$ cat config.mk
export PLATFORM = sky130hd
export DESIGN_NAME = ssx_serial_top
export DESIGN_NICKNAME = d
export VERILOG_FILES = /design/src/core/ssx_sync.v /design/src/core/ssx_clk_div.v /design/src/core/ssx_serial_top.v
export VERILOG_INCLUDE_DIRS = /design/src /design/src/core
export SDC_FILE = /design/constraint.sdc
export NUM_CORES = 1
export LEC_CHECK = 0
export BUFFER_PORTS_ARGS = -buffer_cell sky130_fd_sc_hd__buf_2
export CAP_MARGIN = 10
export CORE_UTILIZATION = 53
export CTS_BUF_LIST = sky130_fd_sc_hd__clkbuf_4 sky130_fd_sc_hd__clkbuf_8 sky130_fd_sc_hd__clkbuf_16
export CTS_CLUSTER_DIAMETER = 150
export DETAILED_ROUTE_END_ITERATION = 8
export HOLD_SLACK_MARGIN = 0.12
export PLACE_DENSITY = 0.91
export RECOVER_POWER = 25
export SYNTH_ARGS = -nofsm -noshare
export SYNTH_HDL_FRONTEND = slang
export SYNTH_SLANG_ARGS = --single-unit
$ cat constraint.sdc
create_clock -name mclk -period 2.8 [get_ports mclk]
set_input_delay 0.56 -clock mclk [delete_from_list [all_inputs] [get_ports mclk]]
set_output_delay 0.56 -clock mclk [all_outputs]
set_load 0.05 [all_outputs]
$ cat src/core/ssx_defines.vh
`ifndef SSX_DEFINES_VH
`define SSX_DEFINES_VH

// Register byte addresses on the AXI4-Lite bus
`define SSX_ADDR_DATA 9'h0F4
`define SSX_ADDR_CTRL 9'h0F8
`define SSX_ADDR_STAT 9'h0FC
`define SSX_ADDR_RXBUF 9'h100

// Control register field positions
`define SSX_CTRL_EN 7
`define SSX_CTRL_SEL_HI 5
`define SSX_CTRL_SEL_LO 3
`define SSX_CTRL_RSV 2
`define SSX_CTRL_OE 1

// Status register field positions
`define SSX_STAT_DONE 0
`define SSX_STAT_FULL 1
`define SSX_STAT_BUSY 2

// Reset values
`define SSX_RST_DATA 8'h00
`define SSX_RST_SEL 3'h0
`define SSX_RST_BYTE 8'h00

// Clock source select code for the external clock pin
`define SSX_SEL_EXT 3'h0

// Bits per transfer and system clock divider base ratio
`define SSX_BITS 4'h8
`define SSX_DIV_BASE 24

// AXI responses
`define SSX_RESP_OKAY 2'h0
`define SSX_RESP_SLVERR 2'h2

`endif

$ cat src/core/ssx_sync.v
`timescale 1ns/1ps
// Two-stage synchroniser for pins coming from outside the mclk domain
module ssx_sync #(
	parameter WIDTH = 2
) (
	input wire mclk,
	input wire reset,
	input wire [WIDTH-1:0] asyncIn,
	output reg [WIDTH-1:0] syncOut
);
	reg [WIDTH-1:0] stage1;

	// First stage is read by the second stage only
	always @(posedge mclk) begin
		if (reset) begin
			stage1 <= {WIDTH{1'b1}};
			syncOut <= {WIDTH{1'b1}};
		end else begin
			stage1 <= asyncIn;
			syncOut <= stage1;
		end
	end
endmodule

$ cat src/core/ssx_clk_div.v
`timescale 1ns/1ps
`include "ssx_defines.vh"
// Internal serial clock: mclk divided by 24 times a power of two
module ssx_clk_div (
	input wire mclk,
	input wire reset,
	input wire run,
	input wire [2:0] sel,
	output reg level,
	output reg risePulse,
	output reg fallPulse
);
	reg [9:0] halfCnt;

	// Half period in mclk cycles for each divided select code
	function [9:0] halfCount;
		input [2:0] s;
		begin
			case (s)
				3'h1: halfCount = 10'h00C;
				3'h2: halfCount = 10'h018;
				3'h3: halfCount = 10'h030;
				3'h4: halfCount = 10'h060;
				3'h5: halfCount = 10'h0C0;
				3'h6: halfCount = 10'h180;
				default: halfCount = 10'h300;
			endcase
		end
	endfunction

	// Idles high so the first edge of a transfer is a falling one
	always @(posedge mclk) begin
		if (reset || !run) begin
			halfCnt <= 10'h000;
			level <= 1'b1;
			risePulse <= 1'b0;
			fallPulse <= 1'b0;
		end else begin
			risePulse <= 1'b0;
			fallPulse <= 1'b0;
			if (halfCnt == halfCount(sel) - 10'h001) begin
				halfCnt <= 10'h000;
				level <= ~level;
				risePulse <= ~level;
				fallPulse <= level;
			end else begin
				halfCnt <= halfCnt + 10'h001;
			end
		end
	end
endmodule

$ cat src/core/ssx_serial_top.v
// Functional notes
// - Three 8-bit modes: transmit only, receive only, and full duplex.
// - Received byte is buffered so a new reception may start before read.
// - Unread buffered byte is overwritten by the next; no protection.
// - Clock mux, up-counter, shift register, output flop, control, buffer.
// - Transmit and duplex modes need output enable bit 1 set.
// - With output enable clear, the serial out pin is released.
// - Nonzero select turns the clock pin into a driven output.
// - Transmit only leaves the serial in pin to ordinary port use.
// - Shift register bit 7 loads from the serial in pin.
// - Shift register advances once on each rising serial clock edge.
// - After eight shifts the data register holds the received byte.
// - While disabled the clock is held high and the counter at zero.
// - While enabled the clock runs; counter counts its falling edges.
// - Select 001 to 111 divide mclk by 24 up to 1536.
//
// Register access over AXI4-Lite was left to the implementer.
`timescale 1ns/1ps
`include "ssx_defines.vh"
module ssx_serial_top #(
	parameter ADDR_WIDTH = 9
) (
	input wire mclk,
	input wire reset,
	// AXI4-Lite slave
	input wire [ADDR_WIDTH-1:0] s_axi_awaddr,
	input wire s_axi_awvalid,
	output reg s_axi_awready,
	input wire [31:0] s_axi_wdata,
	input wire [3:0] s_axi_wstrb,
	input wire s_axi_wvalid,
	output reg s_axi_wready,
	output reg [1:0] s_axi_bresp,
	output reg s_axi_bvalid,
	input wire s_axi_bready,
	input wire [ADDR_WIDTH-1:0] s_axi_araddr,
	input wire s_axi_arvalid,
	output reg s_axi_arready,
	output reg [31:0] s_axi_rdata,
	output reg [1:0] s_axi_rresp,
	output reg s_axi_rvalid,
	input wire s_axi_rready,
	// Serial pins
	input wire serialInPin,
	output reg serialOutPin,
	output reg serialOutEnable,
	input wire serialClockIn,
	output reg serialClockOut,
	output reg serialClockEnable,
	// Transfer complete request, a level until cleared
	output reg xferDoneReq
);
	// Control register fields
	reg serialUnitEnable;
	reg [2:0] clockSourceSelect;
	reg serialOutPinEnable;
	reg ctrlReserved;

	// Datapath state
	reg [7:0] shiftData;
	reg [7:0] rxBuffer;
	reg rxFull;
	reg doneFlag;
	reg [3:0] bitCount;
	reg outBit;

	// Bus bookkeeping
	reg [ADDR_WIDTH-1:0] awAddr;
	reg awHeld;
	reg [31:0] wData;
	reg [3:0] wStrb;
	reg wHeld;

	// Synchronised pins and clock edge detection
	wire [1:0] pinSync;
	wire siSync;
	wire sckSync;
	reg sckPrev;
	wire intLevel;
	wire intRise;
	wire intFall;
	wire extMode;
	wire serRise;
	wire serFall;
	wire [7:0] next_shift;
	wire lastShift;
	wire doWrite;
	wire doRead;
	wire readRxBuf;
	wire wrData;
	wire wrCtrl;
	wire wrStat;
	reg [31:0] next_rdata;
	reg [1:0] next_rresp;

	// Both pins come from outside the mclk domain
	ssx_sync #(
		.WIDTH(2)
	) u_sync (
		.mclk(mclk),
		.reset(reset),
		.asyncIn({serialInPin, serialClockIn}),
		.syncOut(pinSync)
	);

	// Data pin is only sampled here; its direction is left to port logic
	assign siSync = pinSync[1];
	assign sckSync = pinSync[0];

	// Divided system clock runs only while the unit is enabled
	ssx_clk_div u_div (
		.mclk(mclk),
		.reset(reset),
		.run(serialUnitEnable && !extMode),
		.sel(clockSourceSelect),
		.level(intLevel),
		.risePulse(intRise),
		.fallPulse(intFall)
	);

	// Clock source multiplexer
	assign extMode = (clockSourceSelect == `SSX_SEL_EXT);
	assign serRise = serialUnitEnable &&
		(extMode ? (sckSync && !sckPrev) : intRise);
	assign serFall = serialUnitEnable &&
		(extMode ? (!sckSync && sckPrev) : intFall);

	// Edge detector looks at the synchronised level only
	always @(posedge mclk) begin
		if (reset) begin
			sckPrev <= 1'b1;
		end else begin
			sckPrev <= sckSync;
		end
	end

	// New bit enters at the top and moves toward bit 0
	assign next_shift = {siSync, shiftData[7:1]};
	// A rise with no preceding fall is ignored, so the idle-high clock
	// cannot shift before the first bit has been presented on the pin
	assign lastShift = serRise && (bitCount == `SSX_BITS);

	// Bus write and read strobes
	assign doWrite = awHeld && wHeld && !s_axi_bvalid;
	assign doRead = s_axi_arvalid && s_axi_arready;
	assign readRxBuf = doRead && (s_axi_araddr == `SSX_ADDR_RXBUF);

	// Per-register write strobes; only byte lane 0 carries register bits
	assign wrData = doWrite && (awAddr == `SSX_ADDR_DATA) && wStrb[0];
	assign wrCtrl = doWrite && (awAddr == `SSX_ADDR_CTRL) && wStrb[0];
	assign wrStat = doWrite && (awAddr == `SSX_ADDR_STAT) && wStrb[0];

	// Registers that accept a write; the receive buffer is read only,
	// so a write to it is answered with an error and changes nothing
	function isWritable;
		input [ADDR_WIDTH-1:0] a;
		begin
			isWritable = (a == `SSX_ADDR_DATA) ||
				(a == `SSX_ADDR_CTRL) || (a == `SSX_ADDR_STAT);
		end
	endfunction

	// Write address and data channels are taken in either order
	always @(posedge mclk) begin
		if (reset) begin
			s_axi_awready <= 1'b1;
			s_axi_wready <= 1'b1;
			s_axi_bvalid <= 1'b0;
			s_axi_bresp <= `SSX_RESP_OKAY;
			awHeld <= 1'b0;
			wHeld <= 1'b0;
			awAddr <= {ADDR_WIDTH{1'b0}};
			wData <= 32'h00000000;
			wStrb <= 4'h0;
		end else begin
			if (s_axi_awvalid && s_axi_awready) begin
				awAddr <= s_axi_awaddr;
				awHeld <= 1'b1;
				s_axi_awready <= 1'b0;
			end
			if (s_axi_wvalid && s_axi_wready) begin
				wData <= s_axi_wdata;
				wStrb <= s_axi_wstrb;
				wHeld <= 1'b1;
				s_axi_wready <= 1'b0;
			end
			if (doWrite) begin
				awHeld <= 1'b0;
				wHeld <= 1'b0;
				s_axi_bvalid <= 1'b1;
				if (isWritable(awAddr)) begin
					s_axi_bresp <= `SSX_RESP_OKAY;
				end else begin
					s_axi_bresp <= `SSX_RESP_SLVERR;
				end
			end
			if (s_axi_bvalid && s_axi_bready) begin
				s_axi_bvalid <= 1'b0;
				s_axi_awready <= 1'b1;
				s_axi_wready <= 1'b1;
			end
		end
	end

	// Read data decode
	always @* begin
		next_rdata = 32'h00000000;
		next_rresp = `SSX_RESP_OKAY;
		if (s_axi_araddr == `SSX_ADDR_DATA) begin
			next_rdata[7:0] = shiftData;
		end else if (s_axi_araddr == `SSX_ADDR_CTRL) begin
			next_rdata[`SSX_CTRL_EN] = serialUnitEnable;
			next_rdata[`SSX_CTRL_SEL_HI:`SSX_CTRL_SEL_LO] = clockSourceSelect;
			next_rdata[`SSX_CTRL_RSV] = ctrlReserved;
			next_rdata[`SSX_CTRL_OE] = serialOutPinEnable;
		end else if (s_axi_araddr == `SSX_ADDR_STAT) begin
			next_rdata[`SSX_STAT_DONE] = doneFlag;
			next_rdata[`SSX_STAT_FULL] = rxFull;
			next_rdata[`SSX_STAT_BUSY] = serialUnitEnable;
		end else if (s_axi_araddr == `SSX_ADDR_RXBUF) begin
			next_rdata[7:0] = rxBuffer;
		end else begin
			next_rresp = `SSX_RESP_SLVERR;
		end
	end

	// One read in flight; address accepted, data one cycle later
	always @(posedge mclk) begin
		if (reset) begin
			s_axi_arready <= 1'b1;
			s_axi_rvalid <= 1'b0;
			s_axi_rdata <= 32'h00000000;
			s_axi_rresp <= `SSX_RESP_OKAY;
		end else begin
			if (doRead) begin
				s_axi_arready <= 1'b0;
				s_axi_rvalid <= 1'b1;
				s_axi_rdata <= next_rdata;
				s_axi_rresp <= next_rresp;
			end else if (s_axi_rvalid && s_axi_rready) begin
				s_axi_rvalid <= 1'b0;
				s_axi_arready <= 1'b1;
			end
		end
	end

	// Control register; completion clears the enable bit
	always @(posedge mclk) begin
		if (reset) begin
			serialUnitEnable <= 1'b0;
			clockSourceSelect <= `SSX_RST_SEL;
			serialOutPinEnable <= 1'b0;
			ctrlReserved <= 1'b0;
		end else if (wrCtrl) begin
			// A software write in the completion cycle takes priority over the enable clear
			serialUnitEnable <= wData[`SSX_CTRL_EN];
			clockSourceSelect <= wData[`SSX_CTRL_SEL_HI:`SSX_CTRL_SEL_LO];
			serialOutPinEnable <= wData[`SSX_CTRL_OE];
			ctrlReserved <= wData[`SSX_CTRL_RSV];
		end else if (lastShift) begin
			serialUnitEnable <= 1'b0;
		end
	end

	// Bit counter counts falling edges, cleared while disabled
	always @(posedge mclk) begin
		if (reset || !serialUnitEnable) begin
			bitCount <= 4'h0;
		end else if (serFall && bitCount != `SSX_BITS) begin
			bitCount <= bitCount + 4'h1;
		end
	end

	// Shift register: software load, or shift on each rising edge.
	// Shifting goes on in every mode so receive data always lands here.
	always @(posedge mclk) begin
		if (reset) begin
			shiftData <= `SSX_RST_DATA;
		end else if (wrData) begin
			shiftData <= wData[7:0];
		end else if (serRise && bitCount != 4'h0) begin
			shiftData <= next_shift;
		end
	end

	// Output flop takes bit 0 on each falling edge
	always @(posedge mclk) begin
		if (reset) begin
			outBit <= 1'b1;
		end else if (serFall && bitCount != `SSX_BITS) begin
			outBit <= shiftData[0];
		end
	end

	// Receive buffer; a late read simply loses the older byte
	always @(posedge mclk) begin
		if (reset) begin
			rxBuffer <= `SSX_RST_BYTE;
			rxFull <= 1'b0;
		end else if (lastShift) begin
			rxBuffer <= next_shift;
			rxFull <= 1'b1; // Set wins over a read in the same cycle
		end else if (readRxBuf) begin
			rxFull <= 1'b0;
		end
	end

	// Completion flag, write one to clear; a new completion wins
	always @(posedge mclk) begin
		if (reset) begin
			doneFlag <= 1'b0;
		end else if (lastShift) begin
			doneFlag <= 1'b1;
		end else if (wrStat && wData[`SSX_STAT_DONE]) begin
			doneFlag <= 1'b0;
		end
	end

	// Pin drivers, each from a flop.
	// The clock pin enable follows the select alone, so the pin is an
	// output even while idle; it then rests at its idle-high level.
	always @(posedge mclk) begin
		if (reset) begin
			serialOutPin <= 1'b1;
			serialOutEnable <= 1'b0;
			serialClockOut <= 1'b1;
			serialClockEnable <= 1'b0;
			xferDoneReq <= 1'b0;
		end else begin
			serialOutPin <= outBit;
			serialOutEnable <= serialOutPinEnable;
			// Held high unless the divided clock is running
			serialClockOut <= extMode ? 1'b1 : intLevel;
			serialClockEnable <= !extMode;
			xferDoneReq <= doneFlag;
		end
	end
endmodule

==> results by group, run 1 <==
STA
  • # setup viols final: 0
  • Max-slew violations: 0
  • Final Skew: between 8 and 9 ps
  • Post-route clock period utilization: about four fifths
  • FMAX: between 400 and 500 MHz
  • Setup ws final: between 600 and 700 ps
  • Endpoints failing hold: 0
  • RSZ-0062 raised after global routing: false
  • Setup TNS: 0 ps
  • Worst slew pin tran: about 1300 ps
  • Tmin final: 2190 ps
  • Max_slew headroom: between 10% and 20%

Finish
  • Fillers: ~630
  • Most common cell after layout, fill and taps aside: dfxtp_1
  • Most frequent cells in the layout: dfxtp_1, nand2_1, buf_2, nor2_1, a21oi_1
  • Multi-input gate area: 0.00205 mm^2
  • FF/Latch Area: 0.00174 mm^2
  • NumNets Final: between 500 and 600
  • Finished Layout Cells: ~610
  • Share of layout cells above drive strength 1: between 20% and 30%
  • Area Growth Syn to Fin: 10.4%
  • Final core utilization: 61.3%
  • Antenna Cells: 0

Worst setup path
  • Delay-heaviest family, CP: simple AND/OR/NAND/NOR gates
  • Reg2reg start: clockSourceSelect[0]
  • Worst path bufs/invs: 2
  • Nature of the critical path startpoint: flip-flop
  • Reg2Reg Setup Slack: roughly 610 ps
  • Worst EP arrival: 2500 ps
  • Crit path from: clockSourceSelect[0]
  • Slowest stage delay, CP: about 330 ps
  • WS Path Type: reg -> reg
  • Crit path depth: 9
  • CP cell instances: buf_4 -> nand2_1 -> ha_1 -> and3b_1 -> nor4_2 -> xnor2_1 -> nor4_2 -> buf_4 -> and3_1
  • Capturing element type of the critical path: flip-flop
  • Slowest CP cell: dfxtp_1
  • CP max FO: 15
  • Crit path required time: slightly above 3000 ps
  • R2R depth: 9

Global routing
  • Grt ovf: 0
  • Largest net degree at the start of global routing: 70
  • GRT Util Overall: 21.1%
  • First-pass GRT wire length: 13,000 um
  • Initial antenna violation count: 0
  • Vias in the first global route: ~2,900

Placement
  • Post-place setup slack: ~590 ps
  • Cells after DPL: 590
  • RePlAce Congestion: 0.793
  • Hpwl dp: around 5800 um
  • Port bufs: 55

Synthesis
  • Ranking of synthesized cells by area: dfxtp_1, mux2i_1, nand2_1
  • Largest family of logic cells by synthesized area: simple AND/OR/NAND/NOR gates
  • Biggest area consumer among synthesized cells: dfxtp_1
  • Cell Area, Synth: about 0.004 mm^2
  • Post-synthesis mux area share: under 10%
  • Main synth FF type: dfxtp_1
  • Syn_area_per_cell: 8.99 um^2
  • Post-synthesis cell type count: 56
  • Yosys Warn Count: 0
  • Yosys reg bits: 87
  • Register area share after synthesis: a little over two fifths
  • Synth Area in Compound Gates: between 10% and 20%
  • Post-synth EDFFs: 0
  • XOR/XNOR Fraction of Synth Area: under 10%
  • Synth Area in Simple Gates: 25.0%
  • Area share of the largest cell type after synthesis: approximately 43%
  • Gate Count Post-Synth: between 400 and 500
  • Post-synthesis adder-cell area fraction: under 10%
  • Asr flop ratio synth: 0%

CTS
  • Reg clk slew, reported paths: approximately 90 ps
  • # resized after CTS: 0
  • TritonCTS clock tree: yes
  • Max Root-Sink Buffers: 2
  • Clock Tree Root: clkbuf_8
  • Post-CTS setup repair buffer count: 0
  • CTS buffer count: 9
  • Clk sink count: 87
  • Cts hold-fix bufs: 0
  • Later-pin clock latency in the skew report: between 300 and 400 ps
  • H-tree levels: 3

Floorplanning
  • Core ar.: around 0.0073 mm^2
  • Die area: roughly 0.0080 mm^2
  • IO Pins: between 100 and 150
  • Die extent in y: 89.6 um
  • Starting Density: 55.5%
  • Die X-Extent: 89.6 um
  • Rows: 31

Detailed routing
  • Initial DRT Pass Iterations: 4
  • WL/cell: 13.3 um
  • Vias: approximately 3,300
  • Drt initial violations: 175
  • Vias/cell: 5.38
  • DRC viols: 0
  • WL final: between 8000 and 9000 um
  • Post-route ant nets: 0

Pwr
  • Leak: about 1.8 nW
  • Maximum vdd drop: 0.360 mV
  • Power Total: 2.46 mW
  • Pwr dens: roughly 550 mW/mm^2

Run status
  • Status: completed

Hold path
  • Hold_sp: serialInPin
  • Hold Path Class: in -> reg
  • Hold Path Stages: 2

Run
  • Max_cap viols: 0
[registers in the layout, indices dropped and copies added (netlist names), 2 cells and up]
signal / flops
bitCount: 4
u_sync.syncOut: 2
wData: 8
u_sync.stage1: 2
shiftData: 8
u_div.halfCnt: 10
s_axi_rdata: 8
clockSourceSelect: 3
rxBuffer: 8
awAddr: 9
[cell type report]
class	count	share of cell area [%]
Multi-Input combinational cell	331	45.7
Sequential cell	87	38.7
Timing Repair Buffer	62	7.21
Clock buffer	9	2.76
Tap cell	99	2.76
Clock inverter	7	1.92
Inverter	11	0.918
[final timing paths]
path | endpoint
setup / recovery | u_div.fallPulse
hold / removal | u_sync.stage1[1]
setup reg to reg | u_div.fallPulse
hold reg to reg | u_sync.syncOut[0]
[through the flow]
step | area [um^2] | hold slack [ps]
2_1_floorplan | 4170 | 389
4_1_cts | 4500 | 359
3_3_place_gp | 4290 | 395
3_5_place_dp | 4290 | 397
6_report | 4500 | 371
5_1_grt | 4500 | 368
[kinds of logic (layout without fill, tap and decap cells)]
logic type / Yosys count / after routing
muxes: 25 / 25
other: 1 / 26
buffers and inverters: 60 / 89
and+or+nand+nor: 184 / 184
AOI/OAI and AO/OA: 75 / 75
xor gates and xnor gates: 17 / 17
adders and majority gates: 4 / 4
DFF: 87 / 87
[cell usage after synthesis, types with 2 or more instances]
cell type  instances
a21oi_1           29
ha_1               4
nand2b_1           5
o21ai_1            3
buf_4             27
nor3b_1            6
nor3b_2            2
and3b_1            4
o22ai_1            3
nor4bb_1           2
a211o_1            3
nor2b_1            7
and2_1             3
xor2_1             9
nor3_2            11
dfxtp_1           87
nand4_1            3
a211oi_1          11
mux2i_1           24
inv_1             11
nand2_1           56
clkbuf_1          16
nor2_1            42
a22o_1             2
nand3_1            6
or2_2              7
xnor2_1            8
a311oi_1           2
and3_1             6
and4_1             2
nor4_2             3
a221oi_1           6
nor3_1             8
o21ai_0            7
buf_6              4
or3_1              4
[report_power, final]
group	switching (mW)	internal (mW)	leakage, nW	total, mW
Combinational	0.197	0.0577	0.957	0.255
Sequential	0.0204	1.27	0.708	1.29
Clock	0.487	0.432	0.104	0.919
Total	0.705	1.76	1.77	2.46
[metal layers]
metal | GRT usage [%] | share of wire [%]
met2 | 34.4 | 49
met1 | 26.5 | 45
met4 | 10.4 | 1.7
met3 | 4.48 | 4.8
met5 | 0 | 0
Power figures use the tool's default switching activity.
==> run 2: changes to the inputs <==
==> constraint.sdc (replaced) <==
create_clock -name mclk -period 2.2 [get_ports mclk]
set_input_delay 0.44 -clock mclk [delete_from_list [all_inputs] [get_ports mclk]]
set_output_delay 0.44 -clock mclk [all_outputs]
set_load 0.05 [all_outputs]
==> run 2 against run 1 <==
The run now ends with negative setup slack left. First-iteration DRC count rose by 14%. Critical path type unchanged. Combinational power grew 26%. Highest routed layer unchanged. Register-to-register slack got worse by 670 ps. Count of clock-buffer cells in the layout increased by 1. Global-route usage rose by 0.18 points.
==> results by group, run 2 (synthesis results as in run 1) <==
Worst setup path
  • CP max FO: 4 (-11)
  • Crit path required time: 2510 ps (-600 ps)
  • Delay-heaviest family, CP: simple AND/OR/NAND/NOR gates
  • Slowest CP cell: nor4_2
  • WS Path Type: reg -> reg
  • Nature of the critical path startpoint: flip-flop
  • Slowest stage delay, CP: 380 ps (+50 ps)
  • Capturing element type of the critical path: flip-flop
  • Worst EP arrival: 2570 ps (+70 ps)
  • Worst path bufs/invs: 2 (unchanged)
  • CP dominant cell by count: xor2_1
  • CP cell instances: xor2_1 -> nand2b_1 -> ha_4 -> xor2_1 -> o311a_1 -> o211ai_1 -> nor4_2 -> buf_4 -> buf_6 -> and3_4

CTS
  • TritonCTS clock tree: yes
  • Max Root-Sink Buffers: 2 (unchanged)
  • Later-pin clock latency in the skew report: 360 ps (about the same)
  • CTS buffer count: 9 (unchanged)
  • Reg clk slew, reported paths: 90 ps (about the same)
  • Clock Tree Root: clkbuf_8
  • Cts hold-fix bufs: 0 (unchanged)
  • H-tree levels: 3 (unchanged)
  • Clk sink count: 87 (unchanged)

Floorplanning
  • Die extent in y: 89.6 um (unchanged)
  • Core ar.: 0.00733 mm^2 (unchanged)
  • Rows: 31 (unchanged)
  • Die X-Extent: 89.6 um (unchanged)
  • Starting Density: 55.5% (unchanged)
  • IO Pins: 109 (unchanged)
  • Die area: 0.00804 mm^2 (unchanged)

Global routing
  • GRT Util Overall: 21.3% (+0.18 points)
  • Grt ovf: 0 (unchanged)
  • GRT met1 Usage: 26.1% (-0.39 points)
  • First-pass GRT wire length: 13,000 um (-0.11%)
  • Met3 usage: 6.22% (+1.7 points)
  • Routing usage on met2: 34.8% (+0.34 points)
  • Largest net degree at the start of global routing: 70 (unchanged)
  • GRT busiest layer: met2
  • Initial antenna violation count: 0 (unchanged)
  • Vias in the first global route: 2,910 (-0.44%)

Finish
  • Fillers: 600 (-4.2%)
  • Share of layout cells above drive strength 1: 22.8% (+2.7 points)
  • Max reg flops: 10 (unchanged)
  • Antenna Cells: 0 (unchanged)
  • Largest registers: u_div.halfCnt (10), awAddr (9)
  • NumNets Final: 579 (+1.8%)
  • Finished Layout Cells: 616 (+1.7%)
  • Most common cell after layout, fill and taps aside: dfxtp_1
  • Largest register by flop count: u_div.halfCnt
  • Most frequent cells in the layout: dfxtp_1, nand2_1, buf_2, nor2_1, a21oi_1
  • Area Growth Syn to Fin: 13.6%
  • Cell area after layout: 0.00463 mm^2 (+2.9%)

STA
  • Worst slew pin tran: 1280 ps (-10.0 ps)
  • Setup ws final: -64.4 ps (-669 ps)
  • Post-route clock period utilization: 103% (+25 points)
  • Final Skew: 6.93 ps (-1.39 ps)
  • FMAX: 442 MHz (-3.1%)
  • Endpoints failing hold: 0 (unchanged)
  • # setup viols final: 12 (+12)
  • RSZ-0062 raised after global routing: true
  • Max-slew violations: 0 (unchanged)
  • Tmin final: 2260 ps (+69.5 ps)
  • Max_slew headroom: 14.5% (+0.67 points)

Hold path
  • Hold Path Class: in -> reg

Pwr
  • Pwr dens: 650 mW/mm^2 (+19%)
  • Leak: 1.83 nW (+3.5%)
  • Maximum vdd drop: 0.376 mV (+4.5%)

Detailed routing
  • Vias/cell: 5.42 (+0.76%)
  • WL final: 8220 um (+1.7%)
  • Initial DRT Pass Iterations: 5 (+1)
  • WL/cell: 13.3 um (about the same)
  • Post-route ant nets: 0 (unchanged)
  • DRC viols: 0 (unchanged)
  • Vias: 3,339 (+2.4%)
  • Drt initial violations: 199 (+14%)

Placement
  • Placed cell areas: 0.00433 mm^2 (+0.93%)
  • RePlAce Congestion: 0.863 (+8.8%)
  • Cells after DPL: 595 (+0.85%)
  • Hpwl dp: 5710 um (-1.2%)
  • Port bufs: 55 (unchanged)

Run status
  • Status: complete, but fails checks
  • Failing checks: negative setup slack

Run
  • Max_cap viols: 0 (unchanged)
==> run 2: worst paths after layout <==
kind,startpoint,endpoint,slack [ps],cells after the start
hold / removal,serialInPin,u_sync.stage1[1],250,2
setup reg to reg,clockSourceSelect[1],u_div.risePulse,-60,10
hold reg to reg,u_sync.stage1[1],u_sync.syncOut[1],420,1
setup / recovery,clockSourceSelect[1],u_div.risePulse,-60,10
==> run 2: what timing repair did <==
action / 4_1_cts / 5_1_grt
pin swaps: 3 / 10
cloned: 1 / 0
gates resized for setup: 9 / 9
setup endpoints to repair: 10 / 12
buffers inserted: 2 / 2
==> run 2: layer usage <==
metal  routed length (um)  vias to the layer above
met1                 3570                     1586
met3                  381                       13
met5                    0                        -
li1                     -                     1642
met4                  154                        0
met2                 4110                       98
==> run 2: final cells by class <==
| cell class | instances | area, um^2 | share of cell area [%] |
|---|---|---|---|
| Sequential cell | 87 | 1740 | 37.7 |
| Inverter | 11 | 41.3 | 0.893 |
| Clock buffer | 10 | 131 | 2.84 |
| Tap cell | 99 | 124 | 2.68 |
| Timing Repair Buffer | 72 | 414 | 8.95 |
| Clock inverter | 6 | 55.1 | 1.19 |
| Multi-Input combinational cell | 331 | 2120 | 45.7 |
==> run 2: stage by stage <==
stage / hold WS [ps] / power, mW / TNS (ps) / utilization (%) / setup WS [ps]
2_1_floorplan: 389 / 1.96 / -51.1 / - / -5.78
3_3_place_gp: 396 / 1.99 / 0 / 59.1 / 56.6
3_5_place_dp: 399 / 2.00 / -785 / 59.1 / -83.1
4_1_cts: 236 / 3.04 / 0 / 62.4 / 4.23
5_1_grt: 238 / 3.14 / -2220 / 63.1 / -180
6_report: 255 / 3.01 / -627 / 63.1 / -64.4
==> run 2: power by group <==
group / switching [mW] / leakage, nW / internal [mW] / total [mW]
clock: 0.602 / 0.0899 / 0.442 / 1.04
sequential: 0.0262 / 0.709 / 1.61 / 1.64
combinational: 0.247 / 1.03 / 0.0736 / 0.321
total: 0.876 / 1.83 / 2.13 / 3.01
